==> src/logic/crxr_map.vh <==
// Purpose: constants for the receive routing and buffer-full pin block
// Assumes: 20 MHz device clock, 1 Mb/s bus bit rate by default
// Notes: offsets are byte addresses of the register access port
`ifndef CRXR_MAP_VH
`define CRXR_MAP_VH
// Register offsets
`define CRXR_ADDR_PINCTRL 8'h0c
`define CRXR_ADDR_BUF0CTRL 8'h60
`define CRXR_ADDR_BUF1CTRL 8'h70
// Reset values
`define CRXR_RST_PINCTRL 8'h00
`define CRXR_RST_BUFCTRL 8'h00
// Pin control fields
`define CRXR_PIN1_STATE 5
`define CRXR_PIN0_STATE 4
`define CRXR_PIN1_EN 3
`define CRXR_PIN0_EN 2
`define CRXR_PIN1_MODE 1
`define CRXR_PIN0_MODE 0
// Buffer control fields
`define CRXR_MODE_HI 6
`define CRXR_MODE_LO 5
`define CRXR_RTR 3
`define CRXR_ROLL 2
`define CRXR_ROLL_COPY 1
`define CRXR_HIT0 0
// Acceptance modes
`define CRXR_ACC_ANY 2'h3
`define CRXR_ACC_EXT 2'h2
`define CRXR_ACC_STD 2'h1
`define CRXR_ACC_BOTH 2'h0
// Message word layout
`define CRXR_MSG_W 9
`define CRXR_MSG_ERR 8
`define CRXR_MSG_RTR 7
`define CRXR_MSG_EXT 6
`define CRXR_FIFO_DEPTH 8
// Buffer 1 code when taken in receive-any mode with no filter hit
`define CRXR_B1_ANY_CODE 3'h2
// Timing
`define CRXR_CLK_NS 50
`define CRXR_BIT_NS 1000
`define CRXR_SAMPLE_NS 750
`define CRXR_IDLE_BITS 11
`define CRXR_SAMPLE_CYC ((`CRXR_SAMPLE_NS + `CRXR_CLK_NS - 1) / `CRXR_CLK_NS)
`define CRXR_IDLE_CYC ((`CRXR_IDLE_BITS * `CRXR_BIT_NS + `CRXR_CLK_NS - 1) / `CRXR_CLK_NS)
`define CRXR_SOF_PULSE_CYC 2
`endif

==> src/logic/crxr_fifo.v <==
// Purpose: message word FIFO between assembly and routing
// Assumes: single clock, synchronous active-low reset
// Notes: outputs a word as soon as one is held
`timescale 1ns/1ps
module crxr_fifo #(
  parameter WIDTH = 9,
  parameter DEPTH = 8,
  parameter AW = 3
) (
  // Clock and reset
  input wire clk,
  input wire rstn,
  // Fill side
  input wire inValid,
  output wire inReady,
  input wire [WIDTH-1:0] inData,
  // Drain side
  output wire outValid,
  input wire outReady,
  output wire [WIDTH-1:0] outData
);
  reg [WIDTH-1:0] mem [0:DEPTH-1]; // Storage
  reg [AW-1:0] wrPtr_reg; // Write pointer
  reg [AW-1:0] rdPtr_reg; // Read pointer
  reg [AW:0] count_reg; // Words held
  wire doWrite; // Push this cycle
  wire doRead; // Pop this cycle
  localparam integer LAST_I = DEPTH - 1; // Highest storage index
  localparam [AW:0] FULL_COUNT = DEPTH[AW:0];
  localparam [AW-1:0] LAST_IDX = LAST_I[AW-1:0];

  assign inReady = (count_reg != FULL_COUNT);
  assign outValid = (count_reg != {(AW+1){1'b0}});
  assign outData = mem[rdPtr_reg];
  assign doWrite = inValid && inReady;
  assign doRead = outValid && outReady;

  ////////////////////////////////////////////////////////////////
  // Storage write, no reset needed
  always @(posedge clk) begin
    if (doWrite) begin
      mem[wrPtr_reg] <= inData;
    end
  end

  // Pointers and count
  always @(posedge clk) begin
    if (!rstn) begin
      wrPtr_reg <= {AW{1'b0}};
      rdPtr_reg <= {AW{1'b0}};
      count_reg <= {(AW+1){1'b0}};
    end else begin
      if (doWrite) begin
        wrPtr_reg <= (wrPtr_reg == LAST_IDX) ? {AW{1'b0}} : wrPtr_reg + 1'b1;
      end
      if (doRead) begin
        rdPtr_reg <= (rdPtr_reg == LAST_IDX) ? {AW{1'b0}} : rdPtr_reg + 1'b1;
      end
      if (doWrite && !doRead) begin
        count_reg <= count_reg + 1'b1;
      end else if (doRead && !doWrite) begin
        count_reg <= count_reg - 1'b1;
      end
    end
  end
endmodule // crxr_fifo

==> src/logic/crxr_sof_detect.v <==
// Purpose: start-of-frame detection with glitch rejection
// Assumes: bus receive pin is asynchronous to clk
// Notes: bus counts as idle after a run of recessive bit times
`timescale 1ns/1ps
`include "crxr_map.vh"
module crxr_sof_detect (
  // Clock and reset
  input wire clk,
  input wire rstn,
  // Bus side
  input wire busRxIn,
  // Control and result
  input wire sofEnable,
  output reg sofOut
);
  localparam [1:0] ST_WAIT_IDLE = 2'h0;
  localparam [1:0] ST_IDLE = 2'h1;
  localparam [1:0] ST_CHECK = 2'h2;
  localparam integer IDLE_I = `CRXR_IDLE_CYC - 1; // Counts as plain integers
  localparam integer SAMPLE_I = `CRXR_SAMPLE_CYC - 1;
  localparam integer PULSE_I = `CRXR_SOF_PULSE_CYC - 1;
  localparam [7:0] IDLE_LIM = IDLE_I[7:0];
  localparam [7:0] SAMPLE_LIM = SAMPLE_I[7:0];
  localparam [1:0] PULSE_LIM = PULSE_I[1:0];
  reg syncA_reg; // First synchroniser stage
  reg syncB_reg; // Second stage, safe to read
  reg [1:0] state_reg; // Detector state
  reg [7:0] cnt_reg; // Cycle counter
  reg [1:0] pulseCnt_reg; // Pulse width counter

  ////////////////////////////////////////////////////////////////
  // Two-stage synchroniser
  always @(posedge clk) begin
    if (!rstn) begin
      syncA_reg <= 1'b1;
      syncB_reg <= 1'b1;
    end else begin
      syncA_reg <= busRxIn;
      syncB_reg <= syncA_reg;
    end
  end

  // Idle wait, edge watch and sample-point check
  always @(posedge clk) begin
    if (!rstn) begin
      state_reg <= ST_WAIT_IDLE;
      cnt_reg <= 8'h00;
      sofOut <= 1'b0;
      pulseCnt_reg <= 2'h0;
    end else begin
      // Pulse ends after fixed width
      if (sofOut) begin
        if (pulseCnt_reg == PULSE_LIM) begin
          sofOut <= 1'b0;
        end
        pulseCnt_reg <= pulseCnt_reg + 2'h1;
      end
      case (state_reg)
        ST_WAIT_IDLE: begin
          // Dominant restarts the recessive run
          if (!syncB_reg) begin
            cnt_reg <= 8'h00;
          end else if (cnt_reg == IDLE_LIM) begin
            state_reg <= ST_IDLE;
          end else begin
            cnt_reg <= cnt_reg + 8'h01;
          end
        end
        ST_IDLE: begin
          // Recessive-to-dominant edge on idle bus
          cnt_reg <= 8'h00;
          if (!syncB_reg) begin
            state_reg <= ST_CHECK;
          end
        end
        ST_CHECK: begin
          if (syncB_reg) begin
            state_reg <= ST_IDLE;
          end else if (cnt_reg == SAMPLE_LIM) begin
            // Dominant held to sample point
            state_reg <= ST_WAIT_IDLE;
            cnt_reg <= 8'h00;
            if (sofEnable) begin
              sofOut <= 1'b1;
              pulseCnt_reg <= 2'h0;
            end
          end else begin
            cnt_reg <= cnt_reg + 8'h01;
          end
        end
        default: begin
          state_reg <= ST_WAIT_IDLE;
        end
      endcase
    end
  end
endmodule // crxr_sof_detect

==> src/logic/crxr_rx_route.v <==
// Purpose: receive buffer routing, filter hit report and full pins
// Assumes: protocol engine supplies one word per assembled message
// Notes: buffer contents move on the loadBuf0/loadBuf1 strobes
//
// Overview of operation
// - Pulse frame-start output per message when enabled
// - Idle bus edge needs dominant to sample point
// - Dominant ending early is a glitch, no pulse
// - Pin enable clear floats full pin
// - Interrupt mode drives pin low on flag
// - Pin returns high once flag cleared
// - Output mode pin follows its state bit
// - State bit reads zero in interrupt mode
// - Two-bit mode selects which messages accepted
// - Read-only bit flags remote request message
// - Rollover sends full buffer 0 message onward
// - Buffer 0 shows read-only rollover copy
// - Buffer 0 hit bit names filter of last buffer 0 or rolled message
// - Buffer 1 hit code names accepting filter
// - Test buffer 0 first, then buffer 1, else discard
// - Full buffer not overwritten, overflow flagged
// - Load sets flag, code and interrupt
// - Receive-any mode keeps errored partial message
`timescale 1ns/1ps
`include "crxr_map.vh"
module crxr_rx_route (
  // Clock and reset
  input wire clk,
  input wire rstn,
  // Bus receive pin and frame start
  input wire busRxIn,
  input wire sofEnable,
  output wire sofOut,
  // Assembled message stream
  input wire msgValid,
  output wire msgReady,
  input wire msgErrored,
  input wire msgRemote,
  input wire msgExtended,
  input wire [5:0] msgFilterHit,
  // Register access port
  input wire regWrEn,
  input wire regRdEn,
  input wire [7:0] regAddr,
  input wire [7:0] regWrData,
  input wire [7:0] regWrMask,
  output reg [7:0] regRdData,
  // Receive flags and interrupt
  input wire [1:0] rxFlagClear,
  input wire [1:0] rxIrqEnable,
  output wire [1:0] rxLoadedFlag,
  input wire [1:0] overflowClear,
  output wire [1:0] overflowFlag,
  output reg irqOutN,
  // Buffer move strobes
  output reg loadBuf0,
  output reg loadBuf1,
  // Buffer full pins
  output reg buf0FullOut,
  output reg buf0FullOeN,
  output reg buf1FullOut,
  output reg buf1FullOeN
);
  localparam ST_IDLE = 1'b0; // Waiting for a word
  localparam ST_ROUTE = 1'b1; // Routing held word
  localparam [7:0] PIN_RST = `CRXR_RST_PINCTRL; // Pin control reset image

  ////////////////////////////////////////////////////////////////
  // Declarations
  reg state_reg; // Router state
  reg [`CRXR_MSG_W-1:0] msg_reg; // Held message word
  reg [5:0] pinCtrl_reg; // Pin control bits 5..0
  reg [1:0] mode0_reg; // Buffer 0 acceptance mode
  reg [1:0] mode1_reg; // Buffer 1 acceptance mode
  reg roll_reg; // Rollover enable
  reg rtr0_reg; // Buffer 0 remote flag
  reg rtr1_reg; // Buffer 1 remote flag
  reg hit0_reg; // Buffer 0 filter hit
  reg [2:0] hit1_reg; // Buffer 1 filter hit code
  reg [1:0] rxFlag_reg; // Receive loaded flags
  reg [1:0] rxFlag_next;
  reg [1:0] ovr_reg; // Overflow flags
  reg [1:0] ovr_next;
  wire [`CRXR_MSG_W-1:0] fifoData; // Word at FIFO head
  wire fifoValid; // FIFO holds a word
  wire fifoReady; // Router takes a word
  wire wErr; // Held word fields
  wire wRtr;
  wire wExt;
  wire [5:0] wHit;
  reg accept0; // Buffer 0 criteria met
  reg accept1; // Buffer 1 criteria met
  reg hitCode0; // Filter within buffer 0
  reg [2:0] hitCode1; // Filter within buffer 1
  reg set0; // Load into buffer 0
  reg set1; // Load into buffer 1
  reg rolled; // Buffer 0 message to buffer 1
  reg [1:0] ovrSet; // Overflow events
  wire [7:0] pinRead; // Pin control readback
  wire [7:0] buf0Read; // Buffer 0 control readback
  wire [7:0] buf1Read; // Buffer 1 control readback
  wire wrPin; // Write strobes per register
  wire wrBuf0;
  wire wrBuf1;
  wire [5:0] pinMerged; // Bit-modify merged values
  wire [7:0] buf0Merged;
  wire [7:0] buf1Merged;

  ////////////////////////////////////////////////////////////////
  // Frame start detector
  crxr_sof_detect uSof (
    .clk(clk),
    .rstn(rstn),
    .busRxIn(busRxIn),
    .sofEnable(sofEnable),
    .sofOut(sofOut)
  );

  // Message FIFO, stalls upstream only while all 8 entries are held
  crxr_fifo #(
    .WIDTH(`CRXR_MSG_W),
    .DEPTH(`CRXR_FIFO_DEPTH),
    .AW(3)
  ) uFifo (
    .clk(clk),
    .rstn(rstn),
    .inValid(msgValid),
    .inReady(msgReady),
    .inData({msgErrored, msgRemote, msgExtended, msgFilterHit}),
    .outValid(fifoValid),
    .outReady(fifoReady),
    .outData(fifoData)
  );

  // Router only drains in idle
  assign fifoReady = (state_reg == ST_IDLE);
  assign wErr = msg_reg[`CRXR_MSG_ERR];
  assign wRtr = msg_reg[`CRXR_MSG_RTR];
  assign wExt = msg_reg[`CRXR_MSG_EXT];
  assign wHit = msg_reg[5:0];
  assign rxLoadedFlag = rxFlag_reg;
  assign overflowFlag = ovr_reg;

  ////////////////////////////////////////////////////////////////
  // Acceptance per buffer mode
  always @* begin
    // Buffer 0, filters 0 and 1
    hitCode0 = ~wHit[0] & wHit[1];
    case (mode0_reg)
      `CRXR_ACC_ANY: accept0 = 1'b1;
      `CRXR_ACC_EXT: accept0 = !wErr && wExt && (|wHit[1:0]);
      `CRXR_ACC_STD: accept0 = !wErr && !wExt && (|wHit[1:0]);
      default: accept0 = !wErr && (|wHit[1:0]);
    endcase
    // Buffer 1, filters 2..5, lowest number wins
    if (wHit[2]) begin
      hitCode1 = 3'h2;
    end else if (wHit[3]) begin
      hitCode1 = 3'h3;
    end else if (wHit[4]) begin
      hitCode1 = 3'h4;
    end else if (wHit[5]) begin
      hitCode1 = 3'h5;
    end else begin
      hitCode1 = `CRXR_B1_ANY_CODE;
    end
    case (mode1_reg)
      `CRXR_ACC_ANY: accept1 = 1'b1;
      `CRXR_ACC_EXT: accept1 = !wErr && wExt && (|wHit[5:2]);
      `CRXR_ACC_STD: accept1 = !wErr && !wExt && (|wHit[5:2]);
      default: accept1 = !wErr && (|wHit[5:2]);
    endcase
  end

  // Destination choice in priority order
  always @* begin
    set0 = 1'b0;
    set1 = 1'b0;
    rolled = 1'b0;
    ovrSet = 2'h0;
    if (state_reg == ST_ROUTE) begin
      if (accept0) begin
        // Buffer 0 tested first
        if (!rxFlag_reg[0]) begin
          set0 = 1'b1;
        end else if (roll_reg) begin
          // Rollover ignores buffer 1 criteria
          if (!rxFlag_reg[1]) begin
            set1 = 1'b1;
            rolled = 1'b1;
          end else begin
            ovrSet[1] = 1'b1;
          end
        end else begin
          ovrSet[0] = 1'b1;
        end
      end else if (accept1) begin
        if (!rxFlag_reg[1]) begin
          set1 = 1'b1;
        end else begin
          ovrSet[1] = 1'b1;
        end
      end
      // Neither: word dropped
    end
  end

  // Router state
  always @(posedge clk) begin
    if (!rstn) begin
      state_reg <= ST_IDLE;
      msg_reg <= {`CRXR_MSG_W{1'b0}};
    end else begin
      case (state_reg)
        ST_IDLE: begin
          // Take next word
          if (fifoValid) begin
            msg_reg <= fifoData;
            state_reg <= ST_ROUTE;
          end
        end
        ST_ROUTE: begin
          // One cycle to route, then wait again
          state_reg <= ST_IDLE;
        end
        default: begin
          state_reg <= ST_IDLE;
        end
      endcase
    end
  end

  ////////////////////////////////////////////////////////////////
  // Flag update, a set in the clear cycle wins
  always @* begin
    rxFlag_next = (rxFlag_reg & ~rxFlagClear) | {set1, set0};
    ovr_next = (ovr_reg & ~overflowClear) | ovrSet;
  end

  // Flags, strobes and interrupt output
  always @(posedge clk) begin
    if (!rstn) begin
      rxFlag_reg <= 2'h0;
      ovr_reg <= 2'h0;
      loadBuf0 <= 1'b0;
      loadBuf1 <= 1'b0;
      irqOutN <= 1'b1;
    end else begin
      rxFlag_reg <= rxFlag_next;
      ovr_reg <= ovr_next;
      loadBuf0 <= set0;
      loadBuf1 <= set1;
      // Active-low interrupt while an enabled flag stands
      irqOutN <= ~|(rxFlag_next & rxIrqEnable);
    end
  end

  ////////////////////////////////////////////////////////////////
  // Register writes with bit-modify mask
  assign wrPin = regWrEn && (regAddr == `CRXR_ADDR_PINCTRL);
  assign wrBuf0 = regWrEn && (regAddr == `CRXR_ADDR_BUF0CTRL);
  assign wrBuf1 = regWrEn && (regAddr == `CRXR_ADDR_BUF1CTRL);
  // Masked merge lets the host touch single state bits
  assign pinMerged = (pinCtrl_reg & ~regWrMask[5:0]) |
    (regWrData[5:0] & regWrMask[5:0]);
  assign buf0Merged = (buf0Read & ~regWrMask) | (regWrData & regWrMask);
  assign buf1Merged = (buf1Read & ~regWrMask) | (regWrData & regWrMask);

  // Control registers and load-time status
  always @(posedge clk) begin
    if (!rstn) begin
      pinCtrl_reg <= PIN_RST[5:0];
      mode0_reg <= 2'h0;
      mode1_reg <= 2'h0;
      roll_reg <= 1'b0;
      rtr0_reg <= 1'b0;
      rtr1_reg <= 1'b0;
      hit0_reg <= 1'b0;
      hit1_reg <= 3'h0;
    end else begin
      if (wrPin) begin
        pinCtrl_reg <= pinMerged;
      end
      // Only mode and rollover are writable
      if (wrBuf0) begin
        mode0_reg <= buf0Merged[`CRXR_MODE_HI:`CRXR_MODE_LO];
        roll_reg <= buf0Merged[`CRXR_ROLL];
      end
      if (wrBuf1) begin
        mode1_reg <= buf1Merged[`CRXR_MODE_HI:`CRXR_MODE_LO];
      end
      // Buffer 0 load
      if (set0) begin
        rtr0_reg <= wRtr;
        hit0_reg <= hitCode0;
      end
      // Buffer 1 load, rolled codes are 000 or 001
      if (set1) begin
        rtr1_reg <= wRtr;
        if (rolled) begin
          hit1_reg <= {2'h0, hitCode0};
          hit0_reg <= hitCode0;
        end else begin
          hit1_reg <= hitCode1;
        end
      end
    end
  end

  ////////////////////////////////////////////////////////////////
  // Readback images
  assign pinRead = {2'h0,
    pinCtrl_reg[`CRXR_PIN1_STATE] & ~pinCtrl_reg[`CRXR_PIN1_MODE],
    pinCtrl_reg[`CRXR_PIN0_STATE] & ~pinCtrl_reg[`CRXR_PIN0_MODE],
    pinCtrl_reg[3:0]};
  assign buf0Read = {1'b0, mode0_reg, 1'b0, rtr0_reg,
    roll_reg, roll_reg, hit0_reg};
  assign buf1Read = {1'b0, mode1_reg, 1'b0, rtr1_reg, hit1_reg};

  // Registered read data, unmapped reads zero
  always @(posedge clk) begin
    if (!rstn) begin
      regRdData <= 8'h00;
    end else if (regRdEn) begin
      case (regAddr)
        `CRXR_ADDR_PINCTRL: regRdData <= pinRead;
        `CRXR_ADDR_BUF0CTRL: regRdData <= buf0Read;
        `CRXR_ADDR_BUF1CTRL: regRdData <= buf1Read;
        default: regRdData <= 8'h00;
      endcase
    end
  end

  ////////////////////////////////////////////////////////////////
  // Buffer full pins, low enable means driven
  always @(posedge clk) begin
    if (!rstn) begin
      buf0FullOut <= 1'b1;
      buf0FullOeN <= 1'b1;
      buf1FullOut <= 1'b1;
      buf1FullOeN <= 1'b1;
    end else begin
      // Disabled pin floats whatever mode says
      buf0FullOeN <= ~pinCtrl_reg[`CRXR_PIN0_EN];
      buf1FullOeN <= ~pinCtrl_reg[`CRXR_PIN1_EN];
      // Buffer 0 pin
      if (pinCtrl_reg[`CRXR_PIN0_MODE]) begin
        buf0FullOut <= ~rxFlag_reg[0];
      end else begin
        buf0FullOut <= pinCtrl_reg[`CRXR_PIN0_STATE];
      end
      // Buffer 1 pin
      if (pinCtrl_reg[`CRXR_PIN1_MODE]) begin
        buf1FullOut <= ~rxFlag_reg[1];
      end else begin
        buf1FullOut <= pinCtrl_reg[`CRXR_PIN1_STATE];
      end
    end
  end
endmodule // crxr_rx_route

==> config.mk <==
export PLATFORM = sky130hd
export DESIGN_NAME = crxr_rx_route
export DESIGN_NICKNAME = d
export VERILOG_FILES = /design/src/logic/crxr_fifo.v /design/src/logic/crxr_sof_detect.v /design/src/logic/crxr_rx_route.v
export VERILOG_INCLUDE_DIRS = /design/src /design/src/logic
export SDC_FILE = /design/constraint.sdc
export NUM_CORES = 1
export LEC_CHECK = 0
export BUFFER_PORTS_ARGS = -buffer_cell sky130_fd_sc_hd__buf_2
export CAP_MARGIN = 30
export CORE_AREA = 2 2 124 126
export DETAILED_ROUTE_END_ITERATION = 10
export DIE_AREA = 0 0 126 128
export GPL_TIMING_DRIVEN = 0
export SYNTH_ARGS = -nofsm -noshare
export SYNTH_HDL_FRONTEND = slang
export SYNTH_HIERARCHICAL = 1
export SYNTH_SLANG_ARGS = --single-unit
==> constraint.sdc <==
create_clock -name clk -period 4.5 [get_ports clk]
set_input_delay 0.45 -clock clk [delete_from_list [all_inputs] [get_ports clk]]
set_output_delay 0.45 -clock clk [all_outputs]
set_load 0.01 [all_outputs]
* Yosys cells after proc, flatten, opt, wreduce, memory -nomap -nowiden
Memories as Yosys holds them, arrays and structs flattened. A register that Yosys moved wholly into a read port is not among the register bits.
Cells that the tools add are included.
** Word-level totals
- Bits in registers :: 62
- RAM bits :: 72
- Input port bits :: 46
- Output and inout port bits :: 21
- Logic and storage cells :: 179
- Memories kept :: 1
** Cells by class
- Add/subtract/negate cells :: 6
- Equal/unequal tests :: 23
- Mux-type cells :: 62
- Bitwise gates (word level) :: 28
- Reductions and logical operators :: 31
** Memories
- uFifo.mem :: words 8, width 9, rd ports 1, clocked after memory_dff 1, wr ports 1, RTL line crxr_fifo.v:22 : reg [WIDTH-1:0] mem [0:DEPTH-1];
** Operator list (count)
- 2-to-1 mux 8 bit :: 4
- 2-to-1 mux 1 bit :: 31
- 2-to-1 mux 2 bit :: 12
- one-hot mux 8 bit (3 select lines) :: 1
- bitwise AND 7 bit :: 3
- 2-to-1 mux 3 bit :: 7
- one-hot mux 7 bit (3 select lines) :: 1
- == test 8 x 4 -> 1 bit, second input constant :: 2
- == test 8 x 7 -> 1 bit, second input constant :: 2
- logical AND 1 bit :: 15
- bitwise OR 7 bit :: 2
- bitwise AND 6 bit :: 2
- == test 2 bit, second input constant :: 5
- adder 8 x 1 -> 8 bit, second input constant :: 1
- == test 2 x 1 -> 1 bit, second input constant :: 4
- == test 8 bit, second input constant :: 1
- 2-to-1 mux 4 bit :: 2
- inverter 1 bit :: 8
- inverter 7 bit :: 1
- adder 3 x 1 -> 3 bit, second input constant :: 2
- bitwise AND 2 bit :: 3
- == test 3 bit, second input constant :: 2
- zero test 1 bit :: 6
- inverter 6 bit :: 1
- 24 further kinds :: 32

* Depth between registers and ports, before layout
- Depth after elaboration :: 11
- Mapped depth :: 10
- Mapped depth without buffers :: 10

* Hierarchy
Netlist, hierarchy kept.
** Modules (own cells, without submodules)
- crxr_fifo :: times used 1, cells an instance 179, area an instance 3455.8 µm², seq. area each 2422.3 µm²
- crxr_rx_route :: times used 1, cells an instance 232, area an instance 2102.0 µm², seq. area each 900.9 µm²
- crxr_sof_detect :: times used 1, cells an instance 102, area an instance 927.1 µm², seq. area each 300.3 µm²

* Worst setup path after synthesis
OpenSTA, ideal clock, no wires.
- Path type :: flip-flop to flip-flop
- Start point :: reg uFifo.count_reg[1]
- End point :: reg uFifo.count_reg[3]
- Library setup time :: 0.072 ns
- Arrival :: 2.382 ns
- Required time :: 4.428 ns
- Slack :: 2.046 ns
- Stages on the path, launching flop included :: 11
- Buffers on the path :: 0
- Period minus slack after synthesis :: 2.454 ns
- Cell sequence :: dfxtp_1 or4b_1 nand2_2 inv_2 ha_1 inv_1 ha_1 a21oi_1 a211oi_1 a31oi_1 mux2i_1
** On the way
- Cells in the longest elaborated chain, start to end :: 5
- Elaborated cells between the ends (all ways) :: 13
- Those cells by class :: add/sub (2); eq/ne (1); mux (2); reduce/logical (8)
** Ends and longest elaborated chain
- start: declaration :: RTL line crxr_fifo.v:25 : reg [AW:0] count_reg;
- start signal: assignment :: RTL line crxr_fifo.v:51 : count_reg <= {(AW+1){1'b0}};
- start signal: assignment :: RTL line crxr_fifo.v:60 : count_reg <= count_reg + 1'b1;
- start signal: assignment :: RTL line crxr_fifo.v:62 : count_reg <= count_reg - 1'b1;
- != test 4 bit * :: RTL line crxr_fifo.v:32 : assign inReady = (count_reg != FULL_COUNT);
- named net msgReady :: RTL line crxr_rx_route.v:36 : output wire msgReady,
- logical AND 1 bit * :: RTL line crxr_fifo.v:35 : assign doWrite = inValid && inReady;
- named net uFifo.doWrite :: RTL line crxr_fifo.v:26 : wire doWrite;
- zero test 1 bit :: RTL line crxr_fifo.v:61 : end else if (doRead && !doWrite) begin
- logical AND 1 bit :: RTL line crxr_fifo.v:61
- nonzero test 2 bit (no line)
Mark *: on every way through the listed nets, which the timed path passes. The rest lies on a longest branch. The select of a mux whose other input is x is not followed.
A chain may end at the register's enable or synchronous reset.

* Worst setup path after layout
- Start point :: reg uFifo.count_reg[1]
- End point :: reg uFifo.count_reg[3]
** On the way
- Cells in the longest elaborated chain, start to end :: 5
- Elaborated cells between the ends (all ways) :: 13
- Those cells by class :: add/sub (2); eq/ne (1); mux (2); reduce/logical (8)
** Ends and longest elaborated chain (RTL line)
- != test 4 bit * :: crxr_fifo.v:32
- logical AND 1 bit * :: crxr_fifo.v:35
- named net uFifo.doWrite :: crxr_fifo.v:26
- zero test 1 bit :: crxr_fifo.v:61
- logical AND 1 bit :: crxr_fifo.v:61
- nonzero test 2 bit (no line)
Marks and branches as above.

==> out/metrics.cfg <==
[logic_synthesis]
synth_seq_area_share_pct = 55.9
syn-instance-count = 513
netlist.area_leader.share_pct = 33.3
synth_top_cell_by_area = edfxtp_1
synth-main-ff-cell = dfxtp_1
synth_enable_flop_cells = 72
synth-seq-cells = 145
ys.warnings.count = 6
netlist_top_cells_area = edfxtp_1 33%, dfxtp_1 23%, mux4_1 7.3%
avgSynthCellArea_um2 = 12.6
syn-num-nets = 581
netlist_area_um2 = 6480
ys_types = 76
async_reset_ff_share_pct = 0

[global_route]
gr-total-overflow = 0
grt_max_degree = 17
grt_first_pass_wirelength_um = 20900
grtUsageTotal_pct = 16.8
first_global_vias = 4102
antenna_found_initial = 0

[layout]
largest_reg_flops = 72
nets = 665
fillers = 1335
multi_input_area_um2 = 2720
n_antenna_cell = 0
mostFrequentLayoutCell = dfxtp_1
drive_above_1_share_pct = 21.8
seq_area_um2 = 3620
area_growth_pct = 17.9
final_cell_mix = 73 x dfxtp_1, 72 x edfxtp_1, 64 x buf_2

[sta]
finalWorstSetupSlack_ns = 1.73
post-route-period-util_pct = 61.6
hold_violations = 0
timing.final.crit_period_ns = 2.77
holdWs_ns = 0.217
finalSetupViolCount = 0
maxSlewViolCount = 0
slew_headroom_pct = 30.1
tns_ns = 0
fmaxAchievable_ghz = 0.361
worst_pin_slew_ns = 1.04
fin_skew_ns = 0.00801
rsz0062_at_grt = false

[worst_setup_path]
required_ns = 4.84
critPathMaxFanout = 9
start_kind = flip-flop
setup.worst_path.end_class = flip-flop
crit_type = reg2reg
arrival_ns = 3.12

[power_and_ir_drop]
ir_drop_uv = 272
p_leak_uw = 0.00283
power.density_nw_per_um2 = 501

[cts]
clkLatencyLatePin_ns = 0.42
cts_tree = done
path_clk_slew_ns = 0.06
clock_sinks = 145
post-cts-setup-buffers = 0
ctsResizeCount = 0
hold_buffers = 0
cts_buffer_depth = 2
h-tree-depth = 4
numCtsBuffers = 17
clockRootBuffer = clkbuf_16

[place]
hpwl_um = 9220
port_buffers = 63
dp_slack_ns = 1.78
gp_congestion = 0.817

[routing]
antenna_left = 0
route.detailed.wl_per_inst_um = 16.4
post_drt_via_cell_ratio = 5.31
highest_layer = met4
wl_met1_um = 6070
first_pass_iters = 5
wl_met2_um = 6340
routed_wl_um = 13100
drt_iter0_markers = 196
drc = 0
vias = 4241
dr_wl_met3_um = 529

[hold_path]
hold_path.class = in2reg

[floorplan]
fp.dieH_um = 128
die_w_um = 126
pin_count = 67
die_area_um2 = 16100
num_rows = 45
start_util_pct = 43.6
core_area_um2 = 14900

[job]
drv_cap = 0

[status]
outcome = complete, no violations

## worst max-delay path, cell delays in order (launching register included)
cell	delay, ns
dfxtp_1	0.36
or4b_1	0.62
nand2_2	0.24
inv_2	0.10
ha_1	0.22
inv_1	0.14
ha_1	0.29
a21oi_1	0.21
a211oi_1	0.10
a31oi_1	0.22
mux2i_1	0.21
## synthesized netlist by cell type, types with 2 or more instances
cell type	n
and3_1	2
a21boi_1	4
a21oi_1	10
nand2b_1	10
a21boi_0	18
a211oi_1	2
nand3_1	25
mux4_1	18
xnor2_1	3
and2_1	5
nand3b_1	5
a22o_1	2
a32o_1	3
nand4b_1	4
nor2_1	14
or3_1	4
o22ai_1	4
nor2b_1	19
mux2i_1	18
ha_1	21
dfxtp_1	73
nand4_1	4
clkbuf_1	12
o21ai_0	14
nand2_2	2
mux2_2	9
nand2_1	59
nor3_1	7
inv_1	18
a22oi_1	5
o21a_1	2
nor4b_2	2
edfxtp_1	72
## metrics by stage
stage          cell area, µm²  instances  power (µW)  utilization (%)
4_1_cts                  7640        797        3870             51.4
5_1_grt                  7650        798        4040             51.5
3_3_place_gp             7040        764        2470             47.3
2_1_floorplan            6480        513        2270                -
3_5_place_dp             7070        765        2510             47.6
6_report                 7650        798        3830             51.5
## cell type report
| class | count | area share (%) |
|---|---|---|
| Clock inverter | 14 | 1.86 |
| Timing Repair Buffer | 65 | 4.32 |
| Tap cell | 188 | 3.08 |
| Sequential cell | 145 | 47.4 |
| Multi-Input combinational cell | 332 | 35.6 |
| Inverter | 19 | 0.932 |
| Clock buffer | 18 | 5.61 |
| Buffer | 17 | 1.21 |
## report_power, final
group	internal (µW)	switching (µW)	total, µW
Combinational	407	457	864
Clock	779	576	1350
Sequential	1510	97.3	1610
## per-layer routing
layer  vias to the layer above  global-route usage [%]
met1                      2029                    21.2
met3                        13                    4.59
li1                       2104                       -
met2                        95                    28.1
met5                         -                       0
met4                         0                    5.88
## path summary, 6_finish.rpt
| path | from | end | slack [ns] | depth (start not counted) |
|---|---|---|---|---|
| min | rxIrqEnable[0] | irqOutN | 0.22 | 2 |
| min reg2reg | flip-flop | buf0FullOeN | 0.41 | 1 |
| max | uFifo/count_reg[1] | uFifo/count_reg[3] | 1.73 | 10 |
| max reg2reg | uFifo/count_reg[1] | uFifo/count_reg[3] | 1.73 | 10 |
## cells by family after synthesis
group | count (synthesis) | share of synthesized area (%)
and+or+nand+nor | 176 | 14.9
DFF | 145 | 55.9
AOI/OAI and AO/OA | 84 | 10.0
muxes | 46 | 11.9
buffers and inverters | 36 | 2.53
adders and majority gates | 22 | 4.36
xor gates and xnor gates | 3 | 0.405
other | 1 | 0.0578
No activity file was read; power rests on OpenSTA's default activity.
